## src/gcc_defs.vh

```
`ifndef GCC_DEFS_VH
`define GCC_DEFS_VH

// apb register byte offsets
`define GCC_OFS_CTRL      12'h000
`define GCC_OFS_GAIN      12'h004
`define GCC_OFS_GPO       12'h008
`define GCC_OFS_STATUS    12'h00C

// control register fields
`define GCC_CTRL_ZC_BIT   0
`define GCC_CTRL_RESET    1'h0

// status register field positions
`define GCC_ST_GAIN_LSB   0
`define GCC_ST_PEND_BIT   8
`define GCC_ST_ADDR_LSB   12

// gain codes: zero is minimum, 8 to 63 are one-step codes
`define GCC_GAIN_MIN      6'h00
`define GCC_GAIN_STEP_LO  6'h08
`define GCC_GAIN_RESET    6'h00
`define GCC_GPO_RESET     4'h0

// serial frame layout, 16 bits, msb first
`define GCC_FRAME_BITS    5'h10
`define GCC_FR_ADDR_MSB   15
`define GCC_FR_ADDR_LSB   13
`define GCC_FR_CMD_MSB    12
`define GCC_FR_CMD_LSB    11
`define GCC_CMD_GAIN      2'h0
`define GCC_CMD_GPO       2'h1

`endif

```

## src/gcc_spi_rx.v

```verilog
`timescale 1ns/100ps
`default_nettype none
`include "gcc_defs.vh"

module gcc_spi_rx (
    input  wire        clk,
    input  wire        rst,
    input  wire        clamp,
    input  wire        sclk_pin,
    input  wire        cs_n_pin,
    input  wire        din_pin,
    output reg         frame_valid_reg,
    output reg  [15:0] frame_word_reg
);

    reg  [2:0]  sclk_sync;
    reg  [2:0]  cs_n_sync;
    reg  [2:0]  din_sync;
    reg         sclk_f_reg;
    reg         cs_n_f_reg;
    reg         din_f_reg;
    reg  [15:0] shift_reg;
    reg  [4:0]  count_reg;

    // three-stage synchronisers; only stages two and three are looked at
    always @(posedge clk)
    begin
        sclk_sync <= {sclk_sync[1:0], sclk_pin};
        cs_n_sync <= {cs_n_sync[1:0], cs_n_pin};
        din_sync  <= {din_sync[1:0], din_pin};
    end

    // a level counts only once stages two and three agree
    always @(posedge clk)
    begin
        if (rst)
        begin
            sclk_f_reg <= 1'b0;
            cs_n_f_reg <= 1'b1;
            din_f_reg  <= 1'b0;
        end
        else
        begin
            if (sclk_sync[1] == sclk_sync[2])
                sclk_f_reg <= sclk_sync[2];
            if (cs_n_sync[1] == cs_n_sync[2])
                cs_n_f_reg <= cs_n_sync[2];
            if (din_sync[1] == din_sync[2])
                din_f_reg <= din_sync[2];
        end
    end

    wire sclk_rise = (sclk_sync[2] == sclk_sync[1]) & sclk_sync[2] &
                     ~sclk_f_reg;
    wire cs_rise   = (cs_n_sync[2] == cs_n_sync[1]) & cs_n_sync[2] &
                     ~cs_n_f_reg;

    // shift on sclk rise while selected; frame ends on chip select release
    always @(posedge clk)
    begin
        if (rst | clamp)
        begin
            shift_reg       <= 16'h0000;
            count_reg       <= 5'h00;
            frame_valid_reg <= 1'b0;
            frame_word_reg  <= 16'h0000;
        end
        else
        begin
            frame_valid_reg <= 1'b0;
            if (cs_n_f_reg)
                count_reg <= 5'h00;
            if (!cs_n_f_reg && sclk_rise)
            begin
                shift_reg <= {shift_reg[14:0], din_f_reg};
                if (count_reg != 5'h1F)
                    count_reg <= count_reg + 5'h01;
            end
            // frames of any other length are dropped
            if (cs_rise && count_reg == `GCC_FRAME_BITS)
            begin
                frame_valid_reg <= 1'b1;
                frame_word_reg  <= shift_reg;
            end
        end
    end

endmodule // gcc_spi_rx
`default_nettype wire

```

## src/gcc_top.v

```verilog
// The APB slave port and the placing of the registers were chosen for this implementation.
`timescale 1ns/100ps
`default_nettype none
`include "gcc_defs.vh"

module gcc_top (
    input  wire        MCLK,
    input  wire        RST,
    input  wire        PSEL,
    input  wire        PENABLE,
    input  wire        PWRITE,
    input  wire [11:0] PADDR,
    input  wire [31:0] PWDATA,
    output wire        PREADY,
    output reg  [31:0] PRDATA,
    output wire        PSLVERR,
    input  wire        SCLK,
    input  wire        CS_N,
    input  wire        DIN,
    input  wire        ZC_IN_WINDOW,
    input  wire        ZC_TIMEOUT,
    input  wire        PWRUP_CLAMP,
    output wire        ZC_TIMER_RUN,
    output wire        INPUT_CLAMP,
    output reg  [5:0]  ATTEN_CODE,
    input  wire [3:0]  GENERAL_PURPOSE_OUTPUT_IN,
    output reg  [3:0]  GENERAL_PURPOSE_OUTPUT_OUT,
    output reg  [3:0]  GENERAL_PURPOSE_OUTPUT_OE
);

    localparam ST_IDLE = 1'b0;
    localparam ST_WAIT = 1'b1;

    reg  [2:0]  win_sync;
    reg  [2:0]  tmo_sync;
    reg  [2:0]  clamp_sync;
    reg  [2:0]  strap_s0;
    reg  [2:0]  strap_s1;
    reg  [2:0]  strap_s2;
    reg         win_reg;
    reg         tmo_reg;
    reg         clamp_reg;
    reg  [2:0]  chip_addr_reg;
    reg         zc_en_reg;
    reg         state_reg;
    reg         state_next;
    reg  [5:0]  pend_code_reg;
    reg  [5:0]  pend_code_next;
    reg  [5:0]  gain_next;
    reg  [3:0]  gpo_reg;
    reg         cmd_valid;
    reg  [5:0]  cmd_code;
    wire        frame_valid;
    wire [15:0] frame_word;

    // legal gain codes: zero or the one-step range
    function gain_ok;
        input [5:0] code;
        begin
            gain_ok = (code == `GCC_GAIN_MIN) ||
                      (code >= `GCC_GAIN_STEP_LO);
        end
    endfunction

    // register offset compare
    function is_ofs;
        input [11:0] addr;
        input [11:0] ofs;
        begin
            is_ofs = (addr == ofs);
        end
    endfunction

    gcc_spi_rx u_rx (
        .clk             (MCLK),
        .rst             (RST),
        .clamp           (clamp_reg),
        .sclk_pin        (SCLK),
        .cs_n_pin        (CS_N),
        .din_pin         (DIN),
        .frame_valid_reg (frame_valid),
        .frame_word_reg  (frame_word)
    );

    // three-stage synchronisers for the analog-side and strap inputs
    always @(posedge MCLK)
    begin
        win_sync   <= {win_sync[1:0], ZC_IN_WINDOW};
        tmo_sync   <= {tmo_sync[1:0], ZC_TIMEOUT};
        clamp_sync <= {clamp_sync[1:0], PWRUP_CLAMP};
        strap_s0   <= GENERAL_PURPOSE_OUTPUT_IN[2:0];
        strap_s1   <= strap_s0;
        strap_s2   <= strap_s1;
    end

    // filtered levels; clamp defaults to active so nothing leaks at start
    always @(posedge MCLK)
    begin
        if (RST)
        begin
            win_reg   <= 1'b0;
            tmo_reg   <= 1'b0;
            clamp_reg <= 1'b1;
        end
        else
        begin
            if (win_sync[1] == win_sync[2])
                win_reg <= win_sync[2];
            if (tmo_sync[1] == tmo_sync[2])
                tmo_reg <= tmo_sync[2];
            if (clamp_sync[1] == clamp_sync[2])
                clamp_reg <= clamp_sync[2];
        end
    end

    // address straps follow the pins all through reset, frozen at release
    always @(posedge MCLK)
    begin
        if (RST && strap_s1 == strap_s2)
            chip_addr_reg <= strap_s2;
    end

    // strap pins float while in reset, then all four are driven
    always @(posedge MCLK)
    begin
        if (RST)
        begin
            GENERAL_PURPOSE_OUTPUT_OE  <= 4'h0;
            GENERAL_PURPOSE_OUTPUT_OUT <= `GCC_GPO_RESET;
        end
        else
        begin
            GENERAL_PURPOSE_OUTPUT_OE  <= 4'hF;
            GENERAL_PURPOSE_OUTPUT_OUT <= gpo_reg;
        end
    end

    assign INPUT_CLAMP = clamp_reg;

    wire frame_hit = frame_valid && !clamp_reg &&
        (frame_word[`GCC_FR_ADDR_MSB:`GCC_FR_ADDR_LSB] == chip_addr_reg);
    wire [1:0] frame_cmd = frame_word[`GCC_FR_CMD_MSB:`GCC_FR_CMD_LSB];
    wire apb_wr  = PSEL && PENABLE && PWRITE;
    wire apb_acc = PSEL && PENABLE;

    // gain command from serial link, or from software when none arrives
    always @*
    begin
        cmd_valid = 1'b0;
        cmd_code  = frame_word[5:0];
        if (frame_hit && frame_cmd == `GCC_CMD_GAIN)
        begin
            cmd_valid = gain_ok(frame_word[5:0]);
        end
        else if (apb_wr && is_ofs(PADDR, `GCC_OFS_GAIN))
        begin
            cmd_code  = PWDATA[5:0];
            cmd_valid = gain_ok(PWDATA[5:0]);
        end
    end

    // gating machine; a new command in the apply cycle still wins
    always @*
    begin
        state_next     = state_reg;
        pend_code_next = pend_code_reg;
        gain_next      = ATTEN_CODE;
        case (state_reg)
            ST_IDLE:
            begin
                if (cmd_valid && !zc_en_reg)
                    gain_next = cmd_code;
                else if (cmd_valid)
                begin
                    pend_code_next = cmd_code;
                    state_next     = ST_WAIT;
                end
            end
            ST_WAIT:
            begin
                if (cmd_valid)
                begin
                    pend_code_next = cmd_code;
                    if (!zc_en_reg)
                    begin
                        gain_next  = cmd_code;
                        state_next = ST_IDLE;
                    end
                end
                else if (!zc_en_reg || win_reg || tmo_reg)
                begin
                    gain_next  = pend_code_reg;
                    state_next = ST_IDLE;
                end
            end
            default:
                state_next = ST_IDLE;
        endcase
    end

    // external rc timer runs while a change is pending
    assign ZC_TIMER_RUN = (state_reg == ST_WAIT);

    always @(posedge MCLK)
    begin
        if (RST)
        begin
            state_reg     <= ST_IDLE;
            pend_code_reg <= `GCC_GAIN_RESET;
            ATTEN_CODE    <= `GCC_GAIN_RESET;
            zc_en_reg     <= `GCC_CTRL_RESET;
            gpo_reg       <= `GCC_GPO_RESET;
        end
        else
        begin
            state_reg     <= state_next;
            pend_code_reg <= pend_code_next;
            ATTEN_CODE    <= gain_next;
            if (apb_wr && is_ofs(PADDR, `GCC_OFS_CTRL))
                zc_en_reg <= PWDATA[`GCC_CTRL_ZC_BIT];
            // serial gpo command beats a same-cycle software write
            if (frame_hit && frame_cmd == `GCC_CMD_GPO)
                gpo_reg <= frame_word[3:0];
            else if (apb_wr && is_ofs(PADDR, `GCC_OFS_GPO))
                gpo_reg <= PWDATA[3:0];
        end
    end

    // zero-wait slave; unmapped offsets answer with an error
    assign PREADY  = 1'b1;
    assign PSLVERR = apb_acc && !(is_ofs(PADDR, `GCC_OFS_CTRL) ||
                     is_ofs(PADDR, `GCC_OFS_GAIN) ||
                     is_ofs(PADDR, `GCC_OFS_GPO) ||
                     is_ofs(PADDR, `GCC_OFS_STATUS));

    // read data registered during setup, so valid in the access cycle
    always @(posedge MCLK)
    begin
        if (RST)
            PRDATA <= 32'h00000000;
        else if (PSEL && !PENABLE)
        begin
            PRDATA <= 32'h00000000;
            case (PADDR)
                `GCC_OFS_CTRL:   PRDATA[0] <= zc_en_reg;
                `GCC_OFS_GAIN:   PRDATA[5:0] <= ATTEN_CODE;
                `GCC_OFS_GPO:    PRDATA[3:0] <= gpo_reg;
                `GCC_OFS_STATUS:
                begin
                    PRDATA[`GCC_ST_GAIN_LSB+5:`GCC_ST_GAIN_LSB] <= ATTEN_CODE;
                    PRDATA[`GCC_ST_PEND_BIT] <= state_reg;
                    PRDATA[`GCC_ST_ADDR_LSB+2:`GCC_ST_ADDR_LSB] <=
                        chip_addr_reg;
                end
                default:         PRDATA <= 32'h00000000;
            endcase
        end
    end

endmodule // gcc_top
`default_nettype wire

```

## config.mk

```make
export PLATFORM = sky130hd
export DESIGN_NAME = gcc_top
export DESIGN_NICKNAME = d
export VERILOG_FILES = /design/src/gcc_spi_rx.v /design/src/gcc_top.v
export VERILOG_INCLUDE_DIRS = /design/src
export SDC_FILE = /design/constraint.sdc
export NUM_CORES = 1
export LEC_CHECK = 0
export BUFFER_PORTS_ARGS = -buffer_cell sky130_fd_sc_hd__clkbuf_2
export CAP_MARGIN = 25
export CELL_PAD_IN_SITES_DETAIL_PLACEMENT = 1
export CELL_PAD_IN_SITES_GLOBAL_PLACEMENT = 2
export CORE_MARGIN = 1.5
export CORE_UTILIZATION = 33
export CTS_CLUSTER_DIAMETER = 50
export DETAILED_ROUTE_END_ITERATION = 6
export PLACE_DENSITY_LB_ADDON = 0.1
export SETUP_SLACK_MARGIN = 0.05
export SLEW_MARGIN = 20
export SYNTH_ARGS = -nofsm -noshare
export SYNTH_HDL_FRONTEND = slang
export SYNTH_SLANG_ARGS = --single-unit
```

## constraint.sdc

```tcl
create_clock -name MCLK -period 4.52 [get_ports MCLK]
set_clock_uncertainty 0.1 [all_clocks]
set_input_delay 0.452 -clock MCLK [delete_from_list [all_inputs] [get_ports MCLK]]
set_output_delay 0.452 -clock MCLK [all_outputs]
set_load 0.05 [all_outputs]
```

==> results of run 1 <==
[worst max path at each step]
| stage | from | end | slack (ps) | cells after the start |
|---|---|---|---|---|
| 3_3_place_gp | chip_addr_reg[0] | ATTEN_CODE[4] | 1600 | 6 |
| 4_1_cts | chip_addr_reg[0] | pend_code_reg[0] | 1740 | 7 |
| 5_1_grt | chip_addr_reg[0] | pend_code_reg[1] | 1580 | 7 |
| 6_report | chip_addr_reg[0] | pend_code_reg[0] | 1810 | 7 |
| 3_5_place_dp | PADDR[1] | pend_code_reg[2] | 1610 | 7 |
| 2_1_floorplan | PADDR[1] | pend_code_reg[2] | 1910 | 7 |
[cells by family (layout without fill, tap and decap cells)]
kind of cell    after synthesis  after routing  synth area share
simple gates                155            155            0.1889
flops                       102            102            0.5154
compound gates               80             80            0.1301
buf+inv                      51             82           0.07469
mux                          25             25           0.06256
fa+ha+maj                     5              5           0.01556
xor+xnor                      5              5           0.01089
other cells                   2             23          0.001868
[area by class of cell]
type	instances	area, um^2
inverters	6	22.52
clock inverters	7	55.05
fillers	1386	7375
flip-flops and latches	102	2072
repair buffers	60	301.5
well taps	147	183.9
clock buffers	9	225.2
multi-input cells	293	1727
[Yosys cell counts, types with 4 or more instances]
master | number | area (um^2)
sky130_fd_sc_hd__ha_1 | 5 | 62.56
sky130_fd_sc_hd__a211oi_1 | 6 | 45.04
sky130_fd_sc_hd__a21oi_1 | 37 | 185.2
sky130_fd_sc_hd__nor2_1 | 36 | 135.1
sky130_fd_sc_hd__nor3_1 | 5 | 25.02
sky130_fd_sc_hd__nor3b_1 | 6 | 45.04
sky130_fd_sc_hd__a31oi_1 | 7 | 43.79
sky130_fd_sc_hd__and3_1 | 5 | 31.28
sky130_fd_sc_hd__nand2_1 | 61 | 229.0
sky130_fd_sc_hd__xor2_1 | 5 | 43.79
sky130_fd_sc_hd__nand3_1 | 7 | 35.03
sky130_fd_sc_hd__o21ai_0 | 14 | 70.07
sky130_fd_sc_hd__clkbuf_1 | 15 | 56.30
sky130_fd_sc_hd__inv_1 | 6 | 22.52
sky130_fd_sc_hd__buf_4 | 27 | 202.7
sky130_fd_sc_hd__a211oi_2 | 4 | 50.05
sky130_fd_sc_hd__mux2i_1 | 24 | 240.2
sky130_fd_sc_hd__dfxtp_1 | 99 | 1982
sky130_fd_sc_hd__a22oi_1 | 4 | 30.03
sky130_fd_sc_hd__nor2b_1 | 9 | 56.30
[per-stage QoR]
step / hold slack, ps / total power, mW / worst slack (ps) / std cells / util
after floorplan: 209.6 / 1.050 / 1911 / 446 / -
after global placement: 210.9 / 1.061 / 1597 / 607 / 0.3597
after detailed placement: 215.0 / 1.063 / 1614 / 608 / 0.3600
after CTS: 80.40 / 1.816 / 1744 / 624 / 0.3835
after global routing: 76.22 / 1.868 / 1576 / 624 / 0.3835
final: 94.54 / 1.788 / 1808 / 624 / 0.3835
[worst max-delay path, cell delays in order, from the launching register on]
cell and delay, ps:
sky130_fd_sc_hd__edfxtp_1 420, sky130_fd_sc_hd__xor2_1 170, sky130_fd_sc_hd__nor4bb_1 680, sky130_fd_sc_hd__buf_1 230
sky130_fd_sc_hd__nand3b_2 240, sky130_fd_sc_hd__a22oi_4 430, sky130_fd_sc_hd__nor2_1 80, sky130_fd_sc_hd__a211oi_1 250
[power by group]
group	internal [mW]	switching (mW)
clock	0.382	0.366
combinational	0.0228	0.0876
sequential	0.920	0.0102
[metal layers]
metal / track usage / vias up / wire [um]
met5: 0 / - / 0
met4: 0.07583 / 0 / 225
met3: 0.03241 / 16 / 296
met2: 0.2634 / 60 / 4523
met1: 0.1759 / 1419 / 4155
li1: - / 1508 / -
==> impl_metrics.xml, run 1 <==
<?xml version="1.0" encoding="UTF-8"?>
<metrics>
  <group name="routing">
    <metric name="detail_route.vias_per_cell" unit="">4.813</metric>
    <metric name="dr_total_vias" unit="">3003</metric>
    <metric name="route.final.wire_length" unit="um">9201</metric>
    <metric name="detailedRoute.firstIterationViolations" unit="">84</metric>
    <metric name="drc" unit="">0</metric>
    <metric name="antenna_violating_nets_post_route" unit="">0</metric>
    <metric name="wl_per_cell" unit="um">14.75</metric>
    <metric name="drtPass1Iterations" unit="">6</metric>
  </group>
  <group name="synthesis">
    <metric name="netlist_area" unit="mm^2">0.004020</metric>
    <metric name="async_reset_ff_frac" unit="">0</metric>
    <metric name="synthesis.area_per_instance" unit="um^2">9.459</metric>
    <metric name="yosysWarningCount" unit="">0</metric>
    <metric name="synthesis.instances" unit="">425</metric>
    <metric name="seq_area_frac_synth" unit="">0.5154</metric>
    <metric name="post_synth_num_cell_types" unit="">47</metric>
    <metric name="synth.ff_latch_count" unit="">102</metric>
    <metric name="dominantRegCellSynth" unit="">sky130_fd_sc_hd__dfxtp_1</metric>
    <metric name="synth-edff-count" unit="">3</metric>
  </group>
  <group name="cells_and_area">
    <metric name="area.growth.synth_to_final" unit="%">14.10</metric>
    <metric name="final_area" unit="mm^2">0.004587</metric>
    <metric name="mostFrequentLayoutCell" unit="">sky130_fd_sc_hd__dfxtp_1</metric>
    <metric name="final_nets" unit="">536</metric>
    <metric name="mostFrequentLayoutCells" unit="">sky130_fd_sc_hd__dfxtp_1, sky130_fd_sc_hd__nand2_1, sky130_fd_sc_hd__clkbuf_2</metric>
    <metric name="layout_cells_sized_above_1" unit="">0.1887</metric>
    <metric name="largest_register_ff_count" unit="">16</metric>
    <metric name="diodes" unit="">0</metric>
  </group>
  <group name="floorplanning">
    <metric name="pin_count" unit="">109</metric>
    <metric name="die_w" unit="um">113.4</metric>
    <metric name="row_count" unit="">40</metric>
    <metric name="start_util" unit="">0.3361</metric>
    <metric name="design.die.area" unit="mm^2">0.01285</metric>
    <metric name="core_area" unit="mm^2">0.01196</metric>
    <metric name="die_height" unit="um">113.4</metric>
  </group>
  <group name="place">
    <metric name="place.gp.congestion" unit="">0.7567</metric>
    <metric name="dpl-instance-area" unit="mm^2">0.004307</metric>
    <metric name="dp_hpwl" unit="um">6671</metric>
    <metric name="io_buffers" unit="">58</metric>
  </group>
  <group name="global_routing">
    <metric name="initial_antenna_violation_count" unit="">0</metric>
    <metric name="vias_in_the_first_global_route" unit="">2991</metric>
    <metric name="grtUsageTotal" unit="">0.1511</metric>
    <metric name="grt_overflow" unit="">0</metric>
    <metric name="grt_start_max_net_pins" unit="">39</metric>
    <metric name="global_route_wire_length_before_repair" unit="um">14970</metric>
  </group>
  <group name="timing">
    <metric name="layout_worst_path_cycle_share" unit="">0.6001</metric>
    <metric name="hold_viol_final" unit="">0</metric>
    <metric name="fmax" unit="MHz">368.7</metric>
    <metric name="setup_repair_after_global_routing_missed_its_margin" unit="">no</metric>
    <metric name="worstMarginPinSlew" unit="ps">922.0</metric>
    <metric name="finalCriticalPeriod" unit="ps">2712</metric>
    <metric name="final-setup-viol-count" unit="">0</metric>
    <metric name="timing.slew.headroom" unit="">0.3806</metric>
    <metric name="slew_viol_final" unit="">0</metric>
    <metric name="fin_setup_tns" unit="ps">0</metric>
  </group>
  <group name="clock_tree">
    <metric name="post_cts_setup_buffers" unit="">0</metric>
    <metric name="clock_tree_from_tritoncts" unit="">done</metric>
    <metric name="cts-root-buf" unit="">sky130_fd_sc_hd__clkbuf_16</metric>
    <metric name="clockBufferDepth" unit="">2</metric>
    <metric name="post_cts.resized_instances" unit="">0</metric>
    <metric name="clk_pin_slew_worst_paths" unit="ps">70</metric>
    <metric name="htreeDepth" unit="">3</metric>
    <metric name="postCtsHoldBufs" unit="">0</metric>
    <metric name="insertion_delay" unit="ps">350</metric>
    <metric name="tritoncts_buffer_count" unit="">9</metric>
    <metric name="clkSinkCount" unit="">102</metric>
  </group>
  <group name="setup_path">
    <metric name="timing.rr.end" unit="">pend_code_reg[0]</metric>
    <metric name="crit-reg2reg-launch" unit="">chip_addr_reg[0]</metric>
    <metric name="cp_startpoint_kind" unit="">flop</metric>
    <metric name="timing_worst_setup_path_type" unit="">flop to flop</metric>
    <metric name="nature_of_the_critical_path_endpoint" unit="">flop</metric>
    <metric name="r2r_setup_slack" unit="ps">1810</metric>
    <metric name="worst-r2r-cell-count" unit="">7</metric>
    <metric name="worst-endpoint-required" unit="ps">4660</metric>
    <metric name="cp_data_arrival_time" unit="ps">2850</metric>
    <metric name="crit_fanout" unit="">12</metric>
  </group>
  <group name="pwr">
    <metric name="peak_ir_drop_on_the_vdd_network" unit="uV">184.3</metric>
    <metric name="p_leak" unit="nW">1.798</metric>
    <metric name="power.density_cell_area" unit="mW/mm^2">389.9</metric>
  </group>
  <group name="min_path">
    <metric name="hold-path-endpoint" unit="">tmo_sync[0]</metric>
    <metric name="holdPathStages" unit="">1</metric>
    <metric name="worst_hold_startpoint" unit="">ZC_TIMEOUT</metric>
    <metric name="holdCritPathClass" unit="">primary input to flop</metric>
  </group>
  <group name="outcome">
    <metric name="outcome" unit="">finished, final reports clean</metric>
  </group>
  <group name="flow_run">
    <metric name="timing.max_cap.violations" unit="">0</metric>
  </group>
</metrics>
Note: power is estimated with default switching activity, not from simulation.
==> run 2, diff against run 1 <==
CORE_UTILIZATION = 31   (was 33)
clock period = 2.8 ns   (was 4.52 ns; I/O delays follow)
==> impl_metrics.xml, run 2 (same netlist as run 1, synthesis figures left out) <==
<?xml version="1.0" encoding="UTF-8"?>
<metrics>
  <group name="setup_path">
    <metric name="worst-r2r-cell-count" unit="">7</metric>
    <metric name="crit_fanout" unit="">12</metric>
    <metric name="timing_worst_setup_path_type" unit="">primary input to flop</metric>
    <metric name="timing.rr.end" unit="">pend_code_reg[1]</metric>
    <metric name="r2r_setup_slack" unit="ps">570</metric>
    <metric name="nature_of_the_critical_path_endpoint" unit="">flop</metric>
    <metric name="cp_data_arrival_time" unit="ps">2510</metric>
    <metric name="worst-endpoint-required" unit="ps">2960</metric>
    <metric name="cp_startpoint_kind" unit="">primary input</metric>
    <metric name="crit-reg2reg-launch" unit="">chip_addr_reg[0]</metric>
  </group>
  <group name="floorplanning">
    <metric name="row_count" unit="">41</metric>
    <metric name="start_util" unit="">0.3186</metric>
    <metric name="core_area" unit="mm^2">0.01262</metric>
    <metric name="design.die.area" unit="mm^2">0.01366</metric>
    <metric name="die_w" unit="um">116.9</metric>
    <metric name="die_height" unit="um">116.9</metric>
    <metric name="pin_count" unit="">109</metric>
  </group>
  <group name="clock_tree">
    <metric name="insertion_delay" unit="ps">350</metric>
    <metric name="htreeDepth" unit="">3</metric>
    <metric name="cts-root-buf" unit="">sky130_fd_sc_hd__clkbuf_16</metric>
    <metric name="clkSinkCount" unit="">102</metric>
    <metric name="clock_tree_from_tritoncts" unit="">done</metric>
    <metric name="post_cts.resized_instances" unit="">0</metric>
    <metric name="clk_pin_slew_worst_paths" unit="ps">70</metric>
    <metric name="post_cts_setup_buffers" unit="">0</metric>
    <metric name="postCtsHoldBufs" unit="">9</metric>
    <metric name="clockBufferDepth" unit="">2</metric>
    <metric name="tritoncts_buffer_count" unit="">9</metric>
  </group>
  <group name="global_routing">
    <metric name="grtUsageTotal" unit="">0.1451</metric>
    <metric name="grt_overflow" unit="">0</metric>
    <metric name="initial_antenna_violation_count" unit="">0</metric>
    <metric name="global_route_wire_length_before_repair" unit="um">15010</metric>
    <metric name="vias_in_the_first_global_route" unit="">3034</metric>
    <metric name="grt_start_max_net_pins" unit="">37</metric>
  </group>
  <group name="routing">
    <metric name="detail_route.vias_per_cell" unit="">4.619</metric>
    <metric name="detailedRoute.firstIterationViolations" unit="">118</metric>
    <metric name="dr_total_vias" unit="">3067</metric>
    <metric name="route.final.wire_length" unit="um">9303</metric>
    <metric name="antenna_violating_nets_post_route" unit="">0</metric>
    <metric name="drc" unit="">0</metric>
    <metric name="wl_per_cell" unit="um">14.01</metric>
    <metric name="drtPass1Iterations" unit="">4</metric>
  </group>
  <group name="cells_and_area">
    <metric name="diodes" unit="">0</metric>
    <metric name="final_area" unit="mm^2">0.004791</metric>
    <metric name="area.growth.synth_to_final" unit="%">19.17</metric>
    <metric name="largest_register_ff_count" unit="">16</metric>
    <metric name="mostFrequentLayoutCell" unit="">sky130_fd_sc_hd__dfxtp_1</metric>
    <metric name="mostFrequentLayoutCells" unit="">sky130_fd_sc_hd__dfxtp_1, sky130_fd_sc_hd__nand2_1, sky130_fd_sc_hd__clkbuf_2</metric>
    <metric name="final_nets" unit="">551</metric>
    <metric name="layout_cells_sized_above_1" unit="">0.2012</metric>
  </group>
  <group name="place">
    <metric name="dpl-instance-area" unit="mm^2">0.004387</metric>
    <metric name="dp_hpwl" unit="um">6851</metric>
    <metric name="setup_ws_pre_cts" unit="ps">87.01</metric>
    <metric name="io_buffers" unit="">58</metric>
    <metric name="place.gp.congestion" unit="">0.7091</metric>
  </group>
  <group name="min_path">
    <metric name="hold-path-endpoint" unit="">GENERAL_PURPOSE_OUTPUT_OE[2]</metric>
    <metric name="holdPathStages" unit="">2</metric>
    <metric name="worst_hold_startpoint" unit="">RST</metric>
    <metric name="holdCritPathClass" unit="">primary input to flop</metric>
  </group>
  <group name="timing">
    <metric name="setup_repair_after_global_routing_missed_its_margin" unit="">no</metric>
    <metric name="worst_hold_slack" unit="ps">73.25</metric>
    <metric name="final-setup-viol-count" unit="">0</metric>
    <metric name="slew_viol_final" unit="">0</metric>
    <metric name="worstMarginPinSlew" unit="ps">652.2</metric>
    <metric name="hold_viol_final" unit="">0</metric>
    <metric name="timing.slew.headroom" unit="">0.5652</metric>
    <metric name="final.setup.worst_slack" unit="ps">457.7</metric>
    <metric name="layout_worst_path_cycle_share" unit="">0.8365</metric>
    <metric name="finalCriticalPeriod" unit="ps">2342</metric>
    <metric name="fmax" unit="MHz">426.9</metric>
    <metric name="fin_setup_tns" unit="ps">0</metric>
  </group>
  <group name="pwr">
    <metric name="power.density_cell_area" unit="mW/mm^2">626.5</metric>
    <metric name="totalPowerFinal" unit="mW">3.001</metric>
    <metric name="p_leak" unit="nW">1.889</metric>
    <metric name="peak_ir_drop_on_the_vdd_network" unit="uV">360.9</metric>
  </group>
  <group name="flow_run">
    <metric name="timing.max_cap.violations" unit="">0</metric>
  </group>
  <group name="outcome">
    <metric name="outcome" unit="">finished, final reports clean</metric>
  </group>
</metrics>
==> run 2: cell types whose count changed in the layout (fill, tap and decap cells not counted) <==
cell,before,now
sky130_fd_sc_hd__dlygate4sd3_1,0,9
sky130_fd_sc_hd__buf_4,1,8
sky130_fd_sc_hd__clkinv_1,2,0
sky130_fd_sc_hd__buf_1,1,0
sky130_fd_sc_hd__bufinv_16,0,1
sky130_fd_sc_hd__clkinv_2,0,1
sky130_fd_sc_hd__clkinv_8,0,1
sky130_fd_sc_hd__clkinvlp_4,1,0
sky130_fd_sc_hd__inv_6,2,3
sky130_fd_sc_hd__inv_8,2,1
==> run 2: critical path, stage by stage <==
cell and delay, ps:
sky130_fd_sc_hd__clkbuf_2 70, sky130_fd_sc_hd__or4_1 560, sky130_fd_sc_hd__or4_4 570, sky130_fd_sc_hd__a211o_4 370, sky130_fd_sc_hd__a22oi_4 350, sky130_fd_sc_hd__nor2_1 70
sky130_fd_sc_hd__a211oi_1 220
==> run 2: area by class of cell <==
cell class | count | area (um^2)
clock buffer | 9 | 225.2
fill | 1497 | 7829
inverter | 6 | 22.52
sequential | 102 | 2072
tap | 172 | 215.2
multi-input combinational | 293 | 1727
timing repair buffer | 75 | 440.4
clock inverter | 7 | 88.84
==> run 2: worst max path at each step <==
stage	startpoint	end	slack [ps]	cells after the start
after CTS	PADDR[1]	pend_code_reg[2]	460	7
after global placement	PADDR[1]	pend_code_reg[3]	120	7
after floorplan	PADDR[1]	pend_code_reg[2]	360	7
after detailed placement	PADDR[1]	pend_code_reg[2]	90	7
after global routing	PADDR[1]	pend_code_reg[1]	310	7
final	PADDR[1]	pend_code_reg[1]	460	7
==> run 2: layer usage <==
layer  routed length, um  GRT usage
met4                 185    0.06988
met2                4530     0.2483
met3                 352    0.02832
met5                   0          0
met1                4234     0.1753
==> run 2: report_power, final <==
group,internal [mW],switching [mW]
Clock,0.715,0.593
Sequential,1.49,0.0166
Combinational,0.0474,0.143
==> run 2: stage by stage <==
| step | util | instances |
|---|---|---|
| after global placement | 0.3476 | 639 |
| after global routing | 0.3796 | 664 |
| after CTS | 0.3796 | 664 |
| after floorplan | - | 446 |
| final | 0.3796 | 664 |
| after detailed placement | 0.3476 | 639 |
==> run 3, diff against run 2 <==
ABC_AREA = 1   (was unset)
CORE_UTILIZATION = 27   (was 31)
clock period = 2.14 ns   (was 2.8 ns; I/O delays follow)
==> impl_metrics.xml, run 3 <==
<?xml version="1.0" encoding="UTF-8"?>
<metrics>
  <group name="outcome">
    <metric name="outcome" unit="">complete, but fails checks</metric>
    <metric name="failed_checks" unit="">DRC</metric>
  </group>
  <group name="global_routing">
    <metric name="grt_overflow" unit="">0</metric>
    <metric name="global_route.usage.met3" unit="">0.03356</metric>
    <metric name="global_route_wire_length_before_repair" unit="um">17060</metric>
    <metric name="grt_start_max_net_pins" unit="">27</metric>
    <metric name="grt.busiest_layer" unit="">met2</metric>
    <metric name="groute.layer.met2.usage" unit="">0.2366</metric>
    <metric name="initial_antenna_violation_count" unit="">0</metric>
    <metric name="vias_in_the_first_global_route" unit="">3463</metric>
    <metric name="grtUsageTotal" unit="">0.1367</metric>
    <metric name="grt.met1_usage" unit="">0.1635</metric>
  </group>
  <group name="cells_and_area">
    <metric name="final_cell_count_no_fill" unit="">753</metric>
    <metric name="layout_cells_sized_above_1" unit="">0.2056</metric>
    <metric name="fillerInstances" unit="">1777</metric>
    <metric name="ff_latch_area" unit="mm^2">0.002072</metric>
    <metric name="largest_register_ff_count" unit="">16</metric>
    <metric name="mostFrequentLayoutCells" unit="">sky130_fd_sc_hd__dfxtp_1, sky130_fd_sc_hd__nand2_1, sky130_fd_sc_hd__clkbuf_2</metric>
    <metric name="mostFrequentLayoutCell" unit="">sky130_fd_sc_hd__dfxtp_1</metric>
    <metric name="multi_input_area" unit="mm^2">0.001715</metric>
    <metric name="final_nets" unit="">628</metric>
    <metric name="diodes" unit="">0</metric>
    <metric name="area.growth.synth_to_final" unit="%">20.58</metric>
  </group>
  <group name="setup_path">
    <metric name="timing.rr.end" unit="">pend_code_reg[3]</metric>
    <metric name="timing_worst_setup_path_type" unit="">flop to flop</metric>
    <metric name="slowest_delay" unit="ps">420</metric>
    <metric name="cells_along_the_critical_path" unit="">nand2_1 &gt; nand2_1 &gt; nor2_1 &gt; and2_2 &gt; nand3_4 &gt; nand2_4 &gt; nand3_2 &gt; o211ai_2 &gt; inv_1</metric>
    <metric name="r2r_setup_slack" unit="ps">240</metric>
    <metric name="worst-r2r-cell-count" unit="">9</metric>
    <metric name="crit_fanout" unit="">8</metric>
    <metric name="cp_data_arrival_time" unit="ps">2040</metric>
    <metric name="timing.critical_path.mode_cell" unit="">sky130_fd_sc_hd__nand2_1</metric>
    <metric name="nature_of_the_critical_path_endpoint" unit="">flop</metric>
    <metric name="critical_path.n_buffers_inverters" unit="">1</metric>
    <metric name="cp_startpoint_kind" unit="">flop</metric>
    <metric name="worst-endpoint-required" unit="ps">2290</metric>
    <metric name="crit_family" unit="">simple AND/OR/NAND/NOR gates</metric>
    <metric name="crit_slowest_cell" unit="">sky130_fd_sc_hd__edfxtp_1</metric>
    <metric name="crit-reg2reg-launch" unit="">chip_addr_reg[2]</metric>
  </group>
  <group name="synthesis">
    <metric name="async_reset_ff_frac" unit="">0</metric>
    <metric name="synth.ff_latch_count" unit="">102</metric>
    <metric name="dominantRegCellSynth" unit="">sky130_fd_sc_hd__dfxtp_1</metric>
    <metric name="synth.top_cells.by_area" unit="">sky130_fd_sc_hd__dfxtp_1, sky130_fd_sc_hd__nand2_1, sky130_fd_sc_hd__o21ai_0</metric>
    <metric name="synthesis.instances" unit="">490</metric>
    <metric name="yosysMostFrequentCell" unit="">sky130_fd_sc_hd__dfxtp_1</metric>
    <metric name="synth.top_cell.area_share" unit="">0.4844</metric>
    <metric name="seq_area_frac_synth" unit="">0.5064</metric>
    <metric name="synthesis.area_per_instance" unit="um^2">8.350</metric>
    <metric name="synth-edff-count" unit="">3</metric>
    <metric name="netlist_area" unit="mm^2">0.004091</metric>
    <metric name="yosysTopAreaCell" unit="">sky130_fd_sc_hd__dfxtp_1</metric>
    <metric name="commonest_cells_in_the_netlist" unit="">sky130_fd_sc_hd__dfxtp_1, sky130_fd_sc_hd__nand2_1, sky130_fd_sc_hd__nor2_1, sky130_fd_sc_hd__o21ai_0, sky130_fd_sc_hd__a21oi_1</metric>
    <metric name="post_synth_num_cell_types" unit="">39</metric>
    <metric name="yosysWarningCount" unit="">0</metric>
  </group>
  <group name="pwr">
    <metric name="p_leak" unit="nW">2.160</metric>
    <metric name="power.density_cell_area" unit="mW/mm^2">794.8</metric>
    <metric name="peak_ir_drop_on_the_vdd_network" unit="uV">323.8</metric>
  </group>
  <group name="routing">
    <metric name="antenna_violating_nets_post_route" unit="">0</metric>
    <metric name="wl_per_cell" unit="um">13.55</metric>
    <metric name="drtPass1Iterations" unit="">7</metric>
    <metric name="detailedRoute.firstIterationViolations" unit="">123</metric>
    <metric name="dr_total_vias" unit="">3322</metric>
    <metric name="detail_route.vias_per_cell" unit="">4.412</metric>
    <metric name="route.final.wire_length" unit="um">10210</metric>
    <metric name="drc" unit="">9</metric>
  </group>
  <group name="clock_tree">
    <metric name="clk_pin_slew_worst_paths" unit="ps">70</metric>
    <metric name="cts-root-buf" unit="">sky130_fd_sc_hd__clkbuf_16</metric>
    <metric name="tritoncts_buffer_count" unit="">9</metric>
    <metric name="insertion_delay" unit="ps">350</metric>
    <metric name="clkSinkCount" unit="">102</metric>
    <metric name="clock_tree_from_tritoncts" unit="">done</metric>
    <metric name="clockBufferDepth" unit="">2</metric>
    <metric name="htreeDepth" unit="">3</metric>
  </group>
  <group name="floorplanning">
    <metric name="design.die.area" unit="mm^2">0.01590</metric>
    <metric name="row_count" unit="">44</metric>
    <metric name="pin_count" unit="">109</metric>
    <metric name="die_w" unit="um">126.1</metric>
    <metric name="core_area" unit="mm^2">0.01464</metric>
    <metric name="die_height" unit="um">126.1</metric>
    <metric name="start_util" unit="">0.2794</metric>
  </group>
  <group name="min_path">
    <metric name="hold-path-endpoint" unit="">gpo_reg[0]</metric>
    <metric name="holdPathStages" unit="">3</metric>
    <metric name="holdCritPathClass" unit="">primary input to flop</metric>
    <metric name="worst_hold_startpoint" unit="">PWDATA[0]</metric>
  </group>
  <group name="timing">
    <metric name="worstMarginPinSlew" unit="ps">580.0</metric>
    <metric name="hold_viol_final" unit="">0</metric>
    <metric name="slew_viol_final" unit="">0</metric>
    <metric name="final-setup-viol-count" unit="">0</metric>
    <metric name="fmax" unit="MHz">526.9</metric>
    <metric name="layout_worst_path_cycle_share" unit="">0.8868</metric>
    <metric name="finalCriticalPeriod" unit="ps">1898</metric>
    <metric name="fin_setup_tns" unit="ps">0</metric>
    <metric name="final.setup.worst_slack" unit="ps">242.2</metric>
    <metric name="setup_repair_after_global_routing_missed_its_margin" unit="">no</metric>
    <metric name="timing.slew.headroom" unit="">0.6098</metric>
  </group>
  <group name="place">
    <metric name="dp_hpwl" unit="um">7431</metric>
    <metric name="place_inst" unit="">724</metric>
    <metric name="io_buffers" unit="">58</metric>
    <metric name="place.gp.congestion" unit="">0.7209</metric>
    <metric name="setup_ws_pre_cts" unit="ps">113.6</metric>
  </group>
  <group name="flow_run">
    <metric name="timing.max_cap.violations" unit="">0</metric>
  </group>
</metrics>
==> run 3: how the worst max path moves through the flow <==
| stage | end | cells after the start | slack (ps) | startpoint |
|---|---|---|---|---|
| global placement | pend_code_reg[1] | 10 | 120 | chip_addr_reg[1] |
| detailed placement | pend_code_reg[4] | 9 | 110 | chip_addr_reg[2] |
| finish | pend_code_reg[3] | 9 | 240 | chip_addr_reg[2] |
| global route | ATTEN_CODE[4] | 12 | 60 | chip_addr_reg[1] |
| CTS | pend_code_reg[3] | 9 | 100 | chip_addr_reg[2] |
| floorplan | pend_code_reg[0] | 10 | 270 | INPUT_CLAMP |
==> run 3: logic make-up (layout without fill, tap and decap cells) <==
| family | after synthesis | after routing | share of synthesized area |
|---|---|---|---|
| AOI/OAI and AO/OA | 103 | 103 | 0.1422 |
| xor gates and xnor gates | 3 | 3 | 0.006423 |
| adders and majority gates | 6 | 6 | 0.01774 |
| buffers and inverters | 79 | 136 | 0.09847 |
| DFF | 102 | 102 | 0.5064 |
| other | 2 | 23 | 0.001836 |
| and+or+nand+nor | 195 | 196 | 0.2269 |
==> run 3: layer usage <==
layer	vias to the layer above	part of all wire
li1	1711	-
met2	56	0.49
met5	-	0
met4	0	0.012
met1	1547	0.46
met3	8	0.040
==> run 3: power breakdown <==
| group | switching, mW | leakage, nW | internal (mW) |
|---|---|---|---|
| sequential | 0.0248 | 0.838 | 1.96 |
| clock | 0.795 | 0.142 | 0.818 |
| combinational | 0.248 | 1.18 | 0.0800 |
==> run 3: repair_timing <==
action,CTS,global route
buffers inserted,0,3
endpoints found under the hold margin,9,0
gates resized for setup,0,3
endpoints found under the setup margin,0,16
hold buffers,9,0
==> run 3: worst register-to-register path, stage by stage, from the launching register on <==
cell,delay [ps]
sky130_fd_sc_hd__edfxtp_1,420
sky130_fd_sc_hd__nand2_1,90
sky130_fd_sc_hd__nand2_1,50
sky130_fd_sc_hd__nor2_1,170
sky130_fd_sc_hd__and2_2,230
sky130_fd_sc_hd__nand3_4,140
sky130_fd_sc_hd__nand2_4,160
sky130_fd_sc_hd__nand3_2,190
sky130_fd_sc_hd__o211ai_2,190
sky130_fd_sc_hd__inv_1,50
==> run 3: stage by stage <==
stage | utilization | cell area [um^2] | total power [mW] | hold slack (ps)
detailed placement | 0.3083 | 4514 | 2.344 | 216.4
floorplan | - | 4175 | 2.289 | 141.7
CTS | 0.3343 | 4896 | 3.995 | 94.14
global route | 0.3369 | 4933 | 4.100 | 127.3
finish | 0.3369 | 4933 | 3.921 | 100.6
global placement | 0.3083 | 4514 | 2.337 | 210.9
==> run 3: area by class of cell <==
type,count,share of cell area
Clock buffer,9,0.04565
Clock inverter,7,0.01344
Inverter,41,0.03119
Multi-Input combinational cell,331,0.3477
Sequential cell,102,0.4200
Tap cell,184,0.04667
Timing Repair Buffer,79,0.09536
